[config.mk]
export PLATFORM = sky130hd
export DESIGN_NAME = alf_core
export DESIGN_NICKNAME = d
export VERILOG_FILES = /design/src/verilog/alf_pkg.sv /design/src/verilog/alf_core.sv /design/src/verilog/alf_mult.sv
export SDC_FILE = /design/constraint.sdc
export NUM_CORES = 1
export LEC_CHECK = 0
export ABC_AREA = 1
export ABC_CLOCK_PERIOD_IN_PS = 3040
export BUFFER_PORTS_ARGS = -buffer_cell sky130_fd_sc_hd__buf_2
export CAP_MARGIN = 10
export CORE_ASPECT_RATIO = 1.75
export CORE_MARGIN = 2
export CORE_UTILIZATION = 60
export CTS_BUF_LIST = sky130_fd_sc_hd__clkbuf_8
export CTS_CLUSTER_SIZE = 25
export DETAILED_ROUTE_END_ITERATION = 12
export PLACE_DENSITY = 0.85
export SYNTH_ARGS = -nofsm -noshare
export SYNTH_HDL_FRONTEND = slang
export SYNTH_SLANG_ARGS = --single-unit
[constraint.sdc]
create_clock -name clk -period 3.04 [get_ports clk]
set_input_delay 0.608 -clock clk [delete_from_list [all_inputs] [get_ports clk]]
set_output_delay 0.608 -clock clk [all_outputs]
set_load 0.02 [all_outputs]
[src/verilog/alf_pkg.sv]
// package for the arithmetic, logic and flow unit
// assumes one 25 MHz clock domain and an instruction decoder upstream
//
// Contract
// - add two registers in one cycle, carry variant adds c; z c n v h
// - subtract register or constant, optional borrow, one cycle; z c n v h
// - word add or subtract of constant on pair, two cycles; z c n v s
// - and, or, xor of registers, and/or with constant, one cycle; z n v
// - mask set by or, mask clear by and with ff minus mask; z n v
// - increment, decrement, test and clear in one cycle; only z n v
// - unsigned, signed, mixed 8x8 product to pair, high byte high; two cycles
// - fractional products shifted left one before writing pair; two cycles
// - relative jump to pc plus offset plus one in two; call in three
// - indirect jump from z pointer in two cycles; call in three
// - direct jump three cycles, call four, large variant only, no flags
// - compare-equal skip takes one, two or three cycles; no flags
// - io 0x00 to 0x1F allow bit set, clear and bit-test skips
// - bit set or clear touches only the addressed bit
// - io instructions reach 0x00 to 0x3F; data space adds 0x20
// - extended region 0x60 to 0xFF reachable only by data load/store
package alf_pkg;
  typedef enum logic [4:0] {
    OP_ADD = 5'h00, OP_ADC = 5'h01, OP_SUB = 5'h02, OP_SUBB = 5'h03,
    OP_AND = 5'h04, OP_OR = 5'h05, OP_XOR = 5'h06, OP_INC = 5'h07,
    OP_DEC = 5'h08, OP_WADD = 5'h09, OP_WSUB = 5'h0A, OP_MUL = 5'h0B,
    OP_MUL_SS = 5'h0C, OP_MUL_SU = 5'h0D, OP_FRAC_UU = 5'h0E, OP_FRAC_SS = 5'h0F,
    OP_FRAC_SU = 5'h10, OP_REL_JUMP = 5'h11, OP_REL_CALL = 5'h12, OP_IJMP = 5'h13,
    OP_ICALL = 5'h14, OP_JMP = 5'h15, OP_CALL = 5'h16, OP_EQ_SKIP = 5'h17,
    OP_IOSET = 5'h18, OP_IOCLR = 5'h19, OP_SKIPHI = 5'h1A, OP_SKIPLO = 5'h1B,
    OP_IOIN = 5'h1C, OP_IOOUT = 5'h1D, OP_DLOAD = 5'h1E, OP_DSTORE = 5'h1F
  } alf_op_e;
  // status bit positions
  localparam int FL_C = 0;
  localparam int FL_Z = 1;
  localparam int FL_N = 2;
  localparam int FL_V = 3;
  localparam int FL_S = 4;
  localparam int FL_H = 5;
  localparam logic [7:0] SREG_RST = 8'h00;
  localparam logic [7:0] BYTE_ONES = 8'hFF;
  localparam logic [7:0] BYTE_ONE = 8'h01;
  // io map
  localparam logic [7:0] IO_BIT_LAST = 8'h1F;
  localparam logic [7:0] IO_LAST = 8'h3F;
  localparam logic [7:0] IO_DATA_OFS = 8'h20;
  localparam logic [7:0] EXT_FIRST = 8'h60;
  localparam logic [7:0] EXT_LAST = 8'hFF;
  // cycle counts
  localparam logic [2:0] CYC_1 = 3'h1;
  localparam logic [2:0] CYC_2 = 3'h2;
  localparam logic [2:0] CYC_3 = 3'h3;
  localparam logic [2:0] CYC_4 = 3'h4;
  localparam logic [15:0] PC_ONE = 16'h0001;
endpackage

[src/verilog/alf_core.sv]
// arithmetic, logic and flow execution unit
// assumes decoder gives op and operands with start pulse; one clock domain
`timescale 1ns/1ns
module alf_core
  import alf_pkg::*;
#(
  parameter bit LARGE_MEM = 1'b1,
  parameter int PC_W = 16
) (
  input wire logic clk,
  input wire logic rst_n,
  input wire logic clk_en,
  input wire logic start,
  input wire logic [4:0] op,
  input wire logic [7:0] rd_val,
  input wire logic [7:0] rr_val,
  input wire logic [7:0] rdh_val,
  input wire logic [7:0] imm,
  input wire logic [2:0] bit_sel,
  input wire logic [7:0] io_addr,
  input wire logic [7:0] io_rdata,
  input wire logic [PC_W-1:0] pc_in,
  input wire logic [PC_W-1:0] offset,
  input wire logic [PC_W-1:0] z_ptr,
  input wire logic [PC_W-1:0] abs_addr,
  input wire logic next_two_word,
  output logic busy_r,
  output logic done_r,
  output logic [7:0] res_lo_r,
  output logic [7:0] res_hi_r,
  output logic wr_lo_r,
  output logic wr_hi_r,
  output logic prod_wr_r,
  output logic [7:0] sreg_r,
  output logic [PC_W-1:0] pc_r,
  output logic pc_load_r,
  output logic push_r,
  output logic [7:0] bus_addr_r,
  output logic [7:0] bit_mask_r,
  output logic bit_set_r,
  output logic bit_clr_r,
  output logic illegal_r
);
  // ****************************************
  // state
  // ****************************************
  typedef enum logic [1:0] {ST_IDLE = 2'b01, ST_RUN = 2'b10} alf_st_e;
  alf_st_e st_r;
  logic [2:0] cnt_r;
  logic [2:0] cyc_nxt;
  logic [7:0] lo_nxt, hi_nxt, sreg_nxt;
  logic [PC_W-1:0] pc_nxt;
  logic wlo, whi, wprod, pcl, psh, bset, bclr, ill;
  logic [7:0] baddr;
  logic [15:0] prod;
  logic pcarry;
  logic [8:0] s9;
  logic [16:0] w17;
  logic [15:0] wsrc;

  function automatic logic [7:0] lg_flags(input logic [7:0] s, input logic [7:0] r);
    logic [7:0] f;
    f = s;
    f[FL_Z] = (r == 8'h00);
    f[FL_N] = r[7];
    f[FL_V] = 1'b0;
    f[FL_S] = r[7];
    return f;
  endfunction

  alf_mult u_mult (
    .a(rd_val),
    .b(rr_val),
    .a_signed(op == OP_MUL_SS || op == OP_MUL_SU || op == OP_FRAC_SS || op == OP_FRAC_SU),
    .b_signed(op == OP_MUL_SS || op == OP_FRAC_SS),
    .frac(op == OP_FRAC_UU || op == OP_FRAC_SS || op == OP_FRAC_SU),
    .prod(prod),
    .carry(pcarry)
  );

  // ****************************************
  // execution decode
  // ****************************************
  always_comb begin
    lo_nxt = 8'h00;
    hi_nxt = 8'h00;
    sreg_nxt = sreg_r;
    pc_nxt = pc_r;
    cyc_nxt = CYC_1;
    wlo = 1'b0;
    whi = 1'b0;
    wprod = 1'b0;
    pcl = 1'b0;
    psh = 1'b0;
    bset = 1'b0;
    bclr = 1'b0;
    ill = 1'b0;
    baddr = 8'h00;
    s9 = 9'h000;
    w17 = 17'h00000;
    wsrc = {rdh_val, rd_val};
    case (op)
      OP_ADD, OP_ADC: begin
        s9 = {1'b0, rd_val} + {1'b0, rr_val} + {8'h00, op == OP_ADC && sreg_r[FL_C]};
        lo_nxt = s9[7:0];
        wlo = 1'b1;
        sreg_nxt = lg_flags(sreg_r, s9[7:0]);
        sreg_nxt[FL_C] = s9[8];
        sreg_nxt[FL_V] = (rd_val[7] == rr_val[7]) && (s9[7] != rd_val[7]);
        sreg_nxt[FL_H] = (rd_val[3] & rr_val[3]) | (rr_val[3] & ~s9[3]) | (~s9[3] & rd_val[3]);
        sreg_nxt[FL_S] = sreg_r[FL_S];
      end
      OP_SUB, OP_SUBB: begin
        s9 = {1'b0, rd_val} - {1'b0, imm} - {8'h00, op == OP_SUBB && sreg_r[FL_C]};
        lo_nxt = s9[7:0];
        wlo = 1'b1;
        sreg_nxt = lg_flags(sreg_r, s9[7:0]);
        sreg_nxt[FL_C] = s9[8];
        sreg_nxt[FL_V] = (rd_val[7] != imm[7]) && (s9[7] != rd_val[7]);
        sreg_nxt[FL_H] = (~rd_val[3] & imm[3]) | (imm[3] & s9[3]) | (s9[3] & ~rd_val[3]);
        sreg_nxt[FL_S] = sreg_r[FL_S];
      end
      OP_AND, OP_OR, OP_XOR: begin
        // imm carries rr, the constant, or the complemented mask
        lo_nxt = (op == OP_AND) ? rd_val & imm : (op == OP_OR) ? rd_val | imm : rd_val ^ imm;
        wlo = 1'b1;
        sreg_nxt = lg_flags(sreg_r, lo_nxt);
        sreg_nxt[FL_S] = sreg_r[FL_S];
      end
      OP_INC, OP_DEC: begin
        lo_nxt = (op == OP_INC) ? rd_val + BYTE_ONE : rd_val - BYTE_ONE;
        wlo = 1'b1;
        sreg_nxt = lg_flags(sreg_r, lo_nxt);
        sreg_nxt[FL_S] = sreg_r[FL_S];
        sreg_nxt[FL_V] = (op == OP_INC) ? (rd_val == 8'h7F) : (rd_val == 8'h80);
      end
      OP_WADD, OP_WSUB: begin
        w17 = (op == OP_WADD) ? {1'b0, wsrc} + {9'h000, imm} : {1'b0, wsrc} - {9'h000, imm};
        lo_nxt = w17[7:0];
        hi_nxt = w17[15:8];
        wlo = 1'b1;
        whi = 1'b1;
        cyc_nxt = CYC_2;
        sreg_nxt[FL_Z] = (w17[15:0] == 16'h0000);
        sreg_nxt[FL_C] = w17[16];
        sreg_nxt[FL_N] = w17[15];
        sreg_nxt[FL_V] = (op == OP_WADD) ? (~rdh_val[7] & w17[15]) : (rdh_val[7] & ~w17[15]);
        sreg_nxt[FL_S] = w17[15] ^ sreg_nxt[FL_V];
      end
      OP_MUL, OP_MUL_SS, OP_MUL_SU, OP_FRAC_UU, OP_FRAC_SS, OP_FRAC_SU: begin
        lo_nxt = prod[7:0];
        hi_nxt = prod[15:8];
        wprod = 1'b1;
        cyc_nxt = CYC_2;
        sreg_nxt[FL_C] = pcarry;
        sreg_nxt[FL_Z] = (prod == 16'h0000);
      end
      OP_REL_JUMP, OP_REL_CALL: begin
        pc_nxt = pc_in + offset + PC_ONE;
        pcl = 1'b1;
        psh = (op == OP_REL_CALL);
        cyc_nxt = (op == OP_REL_CALL) ? CYC_3 : CYC_2;
      end
      OP_IJMP, OP_ICALL: begin
        pc_nxt = z_ptr;
        pcl = 1'b1;
        psh = (op == OP_ICALL);
        cyc_nxt = (op == OP_ICALL) ? CYC_3 : CYC_2;
      end
      OP_JMP, OP_CALL: begin
        if (LARGE_MEM) begin
          pc_nxt = abs_addr;
          pcl = 1'b1;
          psh = (op == OP_CALL);
          cyc_nxt = (op == OP_CALL) ? CYC_4 : CYC_3;
        end else begin
          ill = 1'b1;
        end
      end
      OP_EQ_SKIP, OP_SKIPHI, OP_SKIPLO: begin
        if (op == OP_SKIPHI || op == OP_SKIPLO) begin
          ill = (io_addr > IO_BIT_LAST);
          baddr = io_addr + IO_DATA_OFS;
        end
        if (!ill && ((op == OP_EQ_SKIP && rd_val == rr_val) || (op == OP_SKIPHI && io_rdata[bit_sel]) ||
            (op == OP_SKIPLO && !io_rdata[bit_sel]))) begin
          pc_nxt = pc_in + (next_two_word ? PC_ONE + PC_ONE + PC_ONE : PC_ONE + PC_ONE);
          pcl = 1'b1;
          cyc_nxt = next_two_word ? CYC_3 : CYC_2;
        end
      end
      OP_IOSET, OP_IOCLR: begin
        ill = (io_addr > IO_BIT_LAST);
        baddr = io_addr + IO_DATA_OFS;
        bset = !ill && op == OP_IOSET;
        bclr = !ill && op == OP_IOCLR;
        cyc_nxt = CYC_2;
      end
      OP_IOIN, OP_IOOUT: begin
        ill = (io_addr > IO_LAST);
        baddr = io_addr + IO_DATA_OFS;
        lo_nxt = io_rdata;
        wlo = !ill && op == OP_IOIN;
      end
      OP_DLOAD, OP_DSTORE: begin
        baddr = io_addr;
        lo_nxt = io_rdata;
        wlo = (op == OP_DLOAD);
      end
      default: ill = 1'b1;
    endcase
    if (ill) begin
      wlo = 1'b0;
      whi = 1'b0;
      sreg_nxt = sreg_r;
      pcl = 1'b0;
    end
  end

  // ****************************************
  // sequencing
  // ****************************************
  always_ff @(posedge clk or negedge rst_n) begin
    if (!rst_n) begin
      st_r <= ST_IDLE;
      cnt_r <= 3'h0;
      busy_r <= 1'b0;
      done_r <= 1'b0;
    end else if (clk_en) begin
      done_r <= 1'b0;
      case (st_r)
        ST_IDLE: begin
          if (start) begin
            if (cyc_nxt == CYC_1) begin
              done_r <= 1'b1;
            end else begin
              st_r <= ST_RUN;
              busy_r <= 1'b1;
              cnt_r <= cyc_nxt - CYC_1;
            end
          end
        end
        ST_RUN: begin
          cnt_r <= cnt_r - CYC_1;
          if (cnt_r == CYC_1) begin
            st_r <= ST_IDLE;
            busy_r <= 1'b0;
            done_r <= 1'b1;
          end
        end
        default: st_r <= ST_IDLE;
      endcase
    end
  end

  // ****************************************
  // results, status and program counter
  // ****************************************
  always_ff @(posedge clk or negedge rst_n) begin
    if (!rst_n) begin
      res_lo_r <= 8'h00;
      res_hi_r <= 8'h00;
      wr_lo_r <= 1'b0;
      wr_hi_r <= 1'b0;
      prod_wr_r <= 1'b0;
      sreg_r <= SREG_RST;
      pc_r <= '0;
      pc_load_r <= 1'b0;
      push_r <= 1'b0;
      bus_addr_r <= 8'h00;
      bit_mask_r <= 8'h00;
      bit_set_r <= 1'b0;
      bit_clr_r <= 1'b0;
      illegal_r <= 1'b0;
    end else if (clk_en) begin
      wr_lo_r <= 1'b0;
      wr_hi_r <= 1'b0;
      prod_wr_r <= 1'b0;
      pc_load_r <= 1'b0;
      push_r <= 1'b0;
      bit_set_r <= 1'b0;
      bit_clr_r <= 1'b0;
      illegal_r <= 1'b0;
      if (st_r == ST_IDLE && start) begin
        res_lo_r <= lo_nxt;
        res_hi_r <= hi_nxt;
        wr_lo_r <= wlo;
        wr_hi_r <= whi;
        prod_wr_r <= wprod && !ill;
        sreg_r <= sreg_nxt;
        pc_r <= pc_nxt;
        pc_load_r <= pcl;
        push_r <= psh && !ill;
        bus_addr_r <= baddr;
        bit_mask_r <= 8'h01 << bit_sel;
        bit_set_r <= bset;
        bit_clr_r <= bclr;
        illegal_r <= ill;
      end
    end
  end

  // ****************************************
  // checks
  // ****************************************
  AST_ADD_ONE: assert property (@(posedge clk) disable iff (!rst_n)
    clk_en && st_r == ST_IDLE && start && op == OP_ADD |=> done_r && res_lo_r == $past(rd_val) + $past(rr_val))
    else $error("add result or timing wrong");
  AST_SUB_BORROW: assert property (@(posedge clk) disable iff (!rst_n)
    clk_en && st_r == ST_IDLE && start && op == OP_SUB |=> sreg_r[FL_C] == ($past(imm) > $past(rd_val)))
    else $error("borrow flag wrong");
  AST_SUB_ONE: assert property (@(posedge clk) disable iff (!rst_n)
    clk_en && st_r == ST_IDLE && start && op == OP_SUB |=> done_r && !busy_r)
    else $error("subtract not single cycle");
  AST_WORD_TWO: assert property (@(posedge clk) disable iff (!rst_n)
    clk_en && st_r == ST_IDLE && start && op == OP_WADD ##1 clk_en |=> done_r)
    else $error("word op not two cycles");
  AST_LOGIC_V: assert property (@(posedge clk) disable iff (!rst_n)
    clk_en && st_r == ST_IDLE && start && op == OP_XOR |=> !sreg_r[FL_V] && sreg_r[FL_C] == $past(sreg_r[FL_C]))
    else $error("logic flags wrong");
  AST_MUL_PAIR: assert property (@(posedge clk) disable iff (!rst_n)
    clk_en && st_r == ST_IDLE && start && op == OP_MUL |=> {res_hi_r, res_lo_r} == $past(rd_val) * $past(rr_val))
    else $error("product wrong");
  AST_REL_JUMP_PC: assert property (@(posedge clk) disable iff (!rst_n)
    clk_en && st_r == ST_IDLE && start && op == OP_REL_JUMP |=>
    pc_load_r && pc_r == $past(pc_in) + $past(offset) + PC_ONE)
    else $error("relative target wrong");
  AST_NOFLAG: assert property (@(posedge clk) disable iff (!rst_n)
    clk_en && st_r == ST_IDLE && start && op == OP_IJMP |=> $stable(sreg_r))
    else $error("flow op changed status");
  AST_BIT_RANGE: assert property (@(posedge clk) disable iff (!rst_n)
    bit_set_r |-> bus_addr_r <= IO_BIT_LAST + IO_DATA_OFS && $onehot(bit_mask_r))
    else $error("bit op outside low io");
  COV_MUL: cover property (@(posedge clk) prod_wr_r);
  COV_CALL: cover property (@(posedge clk) push_r);
  COV_SKIP: cover property (@(posedge clk) pc_load_r && !push_r);
  COV_BIT: cover property (@(posedge clk) bit_clr_r);
endmodule // alf_core

[src/verilog/alf_mult.sv]
// 8x8 multiplier with signedness and fractional shift
// assumes operands held stable by the caller during the op
`timescale 1ns/1ns
module alf_mult
  import alf_pkg::*;
(
  input wire logic [7:0] a,
  input wire logic [7:0] b,
  input wire logic a_signed,
  input wire logic b_signed,
  input wire logic frac,
  output logic [15:0] prod,
  output logic carry
);
  logic signed [17:0] full;
  logic [15:0] raw;
  always_comb begin
    full = $signed({a_signed & a[7], a_signed & a[7], a}) * $signed({b_signed & b[7], b_signed & b[7], b});
    raw = full[15:0];
    carry = raw[15];
    prod = frac ? {raw[14:0], 1'b0} : raw;
  end
endmodule // alf_mult

==> results of run 1 <==
-- cell families after synthesis --
kind of cell	count (synthesis)
adder cells (fa/ha/maj)	191
flip-flops	69
XOR/XNOR	51
buffers and inverters	342
multiplexers	4
other	1
AND/OR/NAND/NOR	664
AO/OA/AOI/OAI	294
-- what timing repair did --
action                                  in CTS
setup buffers                               18
gates cloned                                 0
resized for setup                          155
endpoints found under the setup margin      25
pin swaps                                   56
-- synthesized netlist by cell type, types with 9 or more instances --
library cell / number
inv_2: 15
inv_1: 290
nand4_1: 25
o21ai_0: 92
o211ai_1: 9
a21oi_1: 90
nor3_1: 24
nor2_1: 118
nand3_1: 70
or2_2: 11
clkbuf_1: 21
dfrtp_1: 68
fa_1: 71
xor2_1: 33
nand2_1: 383
a31oi_1: 25
o22ai_1: 13
o31ai_1: 13
xnor2_1: 18
ha_1: 120
nor2_2: 9
-- metrics by stage --
| stage | std cells | util, % | setup WS (ns) | TNS [ns] | instance area (sq um) |
|---|---|---|---|---|---|
| 2_1_floorplan | 1617 | - | -2.32 | -24.62 | 11400 |
| 3_3_place_gp | 2315 | 81.5 | -2.51 | -36.64 | 14700 |
| 3_5_place_dp | 2315 | 81.5 | -2.68 | -38.93 | 14700 |
| 4_1_cts | 2349 | 87.3 | -2.17 | -24.26 | 15800 |
-- layer usage --
metal | GRT usage, % | overflow
met5 | 2.38 | 0
met4 | 64.6 | 3
met3 | 28.9 | 0
met2 | 88.0 | 6
met1 | 54.9 | 0
==> results.tsv, run 1 <==
metric	value	unit
Root Buffer	clkbuf_8	
Synth area leader	dfrtp_1	
CTS Buf Count	9	
number of synthesized flops with an enable pin	0	
synth unique cells	57	
Starting Density	61.2	%
global-route wire length before repair	88.0	mm
GP Congestion	1.08	
main combinational cell family by area after synthesis	adder cells	
area share of the largest cell type after synthesis	15.4	%
clock sink count	69	
#FFs+latches synth	69	
Total GRT Usage	59.0	%
sequential share of the synthesized area	15.6	%
syn avg cell area	6.84	sq um
mux cell area share after synthesis	0.407	%
Fail Step	global routing	
status	aborted with a tool error	
synthesized area	11100	sq um
die height	184	microns
compound-cell area share of the yosys netlist	15.8	%
dominant cells by area after synthesis	dfrtp_1 (15%), ha_1 (14%), nand2_1 (13%)	
vias in the first global route	16400	
CTS Buffer Depth	2	
grt ovf	9	
largest net degree at the start of global routing	70	
synthesized-area fraction occupied by adder cells	26.4	%
Synth Area in Simple Gates	25.6	%
row count	65	
Most used DFF post-synth	dfrtp_1	
number of H-tree levels	3	
# IOs	191	
DIE WIDTH	107	microns
DPL Wire Length	38.6	mm
Error	[ERROR GRT-0116] Global routing finished with congestion. Check the congestion regions in the DRC Viewer.	
Mapped Cells	1616	
XOR/XNOR Fraction of Synth Area	4.04	%
Buffers on Ports	188	
ys async rst share	100	%
yosys warns	0	
# hold bufs at CTS	0	
==> run 2, diff against run 1 <==
--- a/config.mk
+++ b/config.mk
@@ -9,13 +9,10 @@
 export ABC_CLOCK_PERIOD_IN_PS = 3040
 export BUFFER_PORTS_ARGS = -buffer_cell sky130_fd_sc_hd__buf_2
 export CAP_MARGIN = 10
-export CORE_ASPECT_RATIO = 1.75
 export CORE_MARGIN = 2
-export CORE_UTILIZATION = 60
-export CTS_BUF_LIST = sky130_fd_sc_hd__clkbuf_8
-export CTS_CLUSTER_SIZE = 25
+export CORE_UTILIZATION = 40
 export DETAILED_ROUTE_END_ITERATION = 12
-export PLACE_DENSITY = 0.85
+export PLACE_DENSITY_LB_ADDON = 0.15
 export SYNTH_ARGS = -nofsm -noshare
 export SYNTH_HDL_FRONTEND = slang
 export SYNTH_SLANG_ARGS = --single-unit
==> run 2 against run 1 <==
The flow now finishes, with violations (setup timing). Synthesized cell count unchanged. Area after synthesis stayed put.
==> results.tsv, run 2 <==
metric	value	unit	change
ys async rst share	100	%	unchanged
largest net degree at the start of global routing	70		
Largest Register	pc_r		
peak supply drop	0.000360	V	
synthesized-area fraction occupied by adder cells	26.4	%	unchanged
GP Congestion	0.976		-9.3%
Post-synth top cells	nand2_1 (383), inv_1 (290), ha_1 (120)		
vias in the first global route	12200		
FF-to-FF End	sreg_r[0]		
vias	12700		
worst skew pair latency	0.34	ns	
Worst R2R Setup Slack	-0.02	ns	
fin crit period	5.10	ns	
# IOs	191		unchanged
max reg flops	16		
Slew Viols, Final	0		
1st-iter DRT viols	988		
critical-path cell list	buf_4, nor2_4, nand2_4, a21oi_4, inv_2, fa_1, fa_1, inv_2, fa_1, fa_1, inv_1, fa_1, inv_2, ha_4, a21oi_2, o21bai_2, nor2_2, o21bai_1, or2_4, nand2_1, nand2_1, nand2_1, o22ai_1, mux2_4		
Via density	5.14		
placed cell count	2421		+4.6%
crit-path max cell delay	0.51	ns	
final worst-path cycle share	168	%	
number of H-tree levels	3		unchanged
yosys warns	0		unchanged
fin worst setup slack	-2.06	ns	
area share of the largest cell type after synthesis	15.4	%	unchanged
most common cell in the synthesized netlist	nand2_1		
fin nets	2445		
TritonCTS clock tree	done		
synth-to-layout area growth	50.8	%	
DRT Pass-1 Iters	7		
pwr dens	551	nW/um^2	
compound-cell area share of the yosys netlist	15.8	%	unchanged
final std cell area, no fill	16700	sq um	
Max-slew headroom	36.9	%	
crit-path most repeated cell	fa_1		
Synth Area in Simple Gates	25.6	%	unchanged
Critical R2R Launch	sreg_r[0]		
layout cells sized above 1	36.9	%	
clock sink count	69		unchanged
crit start category	input port		
worst path required time	3.26	ns	
Worst-Margin Slew	0.947	ns	
grt ovf	0		
CTS Buf Count	9		unchanged
commonest non-fill, non-tap cell in the layout	nand2_1		
Layout Cells excl Fill	2475		
most frequent cells in the layout	nand2_1 (348), buf_4 (329), inv_1 (260)		
Cell Area, Placed	14900	sq um	+0.94%
status	finished with violations		
Worst Path Max Fanout	4		
DRT Wirelength	42.3	mm	
Core ar.	27000	sq um	
synthesized area	11100	sq um	unchanged
global-route wire length before repair	64.6	mm	
Worst Path Arrival	5.32	ns	
number of synthesized flops with an enable pin	0		unchanged
die height	170	microns	-7.3%
CP Class	in -> reg		
#FFs+latches synth	69		unchanged
critical path's slowest cell	fa_1		
Root Buffer	clkbuf_16		
Most used DFF post-synth	dfrtp_1		
syn avg cell area	6.84	sq um	unchanged
FMAX	0.196	GHz	
n_diodes	0		
Post-DRT Antenna Nets	0		
Mapped Cells	1616		unchanged
initial antenna violation count	0		
sequential share of the synthesized area	15.6	%	unchanged
dominant cells by area after synthesis	dfrtp_1 (15%), ha_1 (14%), nand2_1 (13%)		
DPL Wire Length	34.3	mm	-11%
Leakage	8.78	nW	
Total GRT Usage	28.5	%	
failing checks	setup timing		
Synth area leader	dfrtp_1		
Worst setup EP type	flip-flop		
mux cell area share after synthesis	0.407	%	unchanged
wire per inst	17.1	microns	
row count	60		-7.7%
# DRC	0		
Starting Density	40.9	%	-20 points
Clock transition at path regs	0.06	ns	
Die ar.	29000	sq um	
Buffers on Ports	188		unchanged
clk_skew	0.00906	ns	
CTS Buffer Depth	2		unchanged
min-delay worst type	in -> async		
Hold Vio Cnt, Final	0		
RSZ-0062 raised after global routing	yes		
XOR/XNOR Fraction of Synth Area	4.04	%	unchanged
R2R depth	17		
Max-Cap Viols	0		
synth unique cells	57		unchanged
# hold bufs at CTS	0		unchanged
main combinational cell family by area after synthesis	adder cells		
DIE WIDTH	170	microns	+60%
Final setup viols	18		
-- run 2: cell counts after synthesis --
Identical to the previous run, type by type.
-- run 2: report_power, final --
group / leakage (nW) / total [mW] / internal [mW] / switching [mW]
clock network: 0.148 / 1.12 / 0.649 / 0.470
logic: 7.75 / 6.53 / 3.01 / 3.53
registers: 0.880 / 1.53 / 1.28 / 0.254
-- run 2: layout make-up --
| class | instances | area (sq um) |
|---|---|---|
| Clock buffer | 9 | 225 |
| Clock inverter | 7 | 83.8 |
| Fill cell | 2511 | 10300 |
| Inverter | 307 | 1170 |
| Multi-Input combinational cell | 1206 | 9210 |
| Sequential cell | 69 | 1730 |
| Tap cell | 341 | 427 |
| Timing Repair Buffer | 536 | 3830 |
-- run 2: worst max path at each step --
stage / end / startpoint / cells after the start
6_report: res_hi_r[6] / op[4] / 24
3_5_place_dp: sreg_r[1] / op[2] / 27
2_1_floorplan: res_hi_r[6] / op[1] / 25
5_1_grt: sreg_r[1] / op[2] / 29
3_3_place_gp: sreg_r[1] / op[2] / 29
4_1_cts: res_hi_r[6] / op[0] / 26
-- run 2: critical path: cells and delay by family --
family	cells	cell delay (ns)
fa+ha+maj	6	2.64
simple gates	7	0.85
buf+inv	5	0.33
mux	1	0.28
compound gates	5	0.60
-- run 2: stage by stage --
step | total power [mW] | TNS [ns] | hold WS, ns | utilization (%) | worst slack, ns
finish | 9.19 | -23.34 | 0.404 | 61.7 | -2.06
global route | 9.91 | -26.95 | 0.478 | 61.7 | -2.32
CTS | 8.67 | -23.46 | 0.446 | 59.4 | -2.06
detailed placement | 7.00 | -41.31 | 0.461 | 55.0 | -2.63
global placement | 6.94 | -39.70 | 0.460 | 55.0 | -2.48
floorplan | 4.71 | -24.62 | 0.312 | - | -2.32
-- run 2: routing by layer --
metal	wire length, microns	part of all wire (%)	up-vias	track usage (%)
li1	-	-	6283	-
met1	19700	47	5942	40.9
met2	18600	44	445	45.1
met3	2930	6.9	59	3.65
met4	1050	2.5	0	7.40
met5	0	0	-	0
-- run 2: timing repair --
action,CTS,global route
pin swaps,70,65
buffers inserted,28,13
endpoints found under the setup margin,26,27
hold endpoints to repair,0,0
gates resized for setup,147,128
-- run 2: cells by family (layout without fill, tap and decap cells) --
logic type | Yosys count | count (layout)
simple gates | 664 | 664
buf+inv | 342 | 859
compound gates | 294 | 294
fa+ha+maj | 191 | 191
flops | 69 | 69
xor+xnor | 51 | 51
mux | 4 | 4
other cells | 1 | 2
Note: power is estimated with default switching activity, not from simulation.
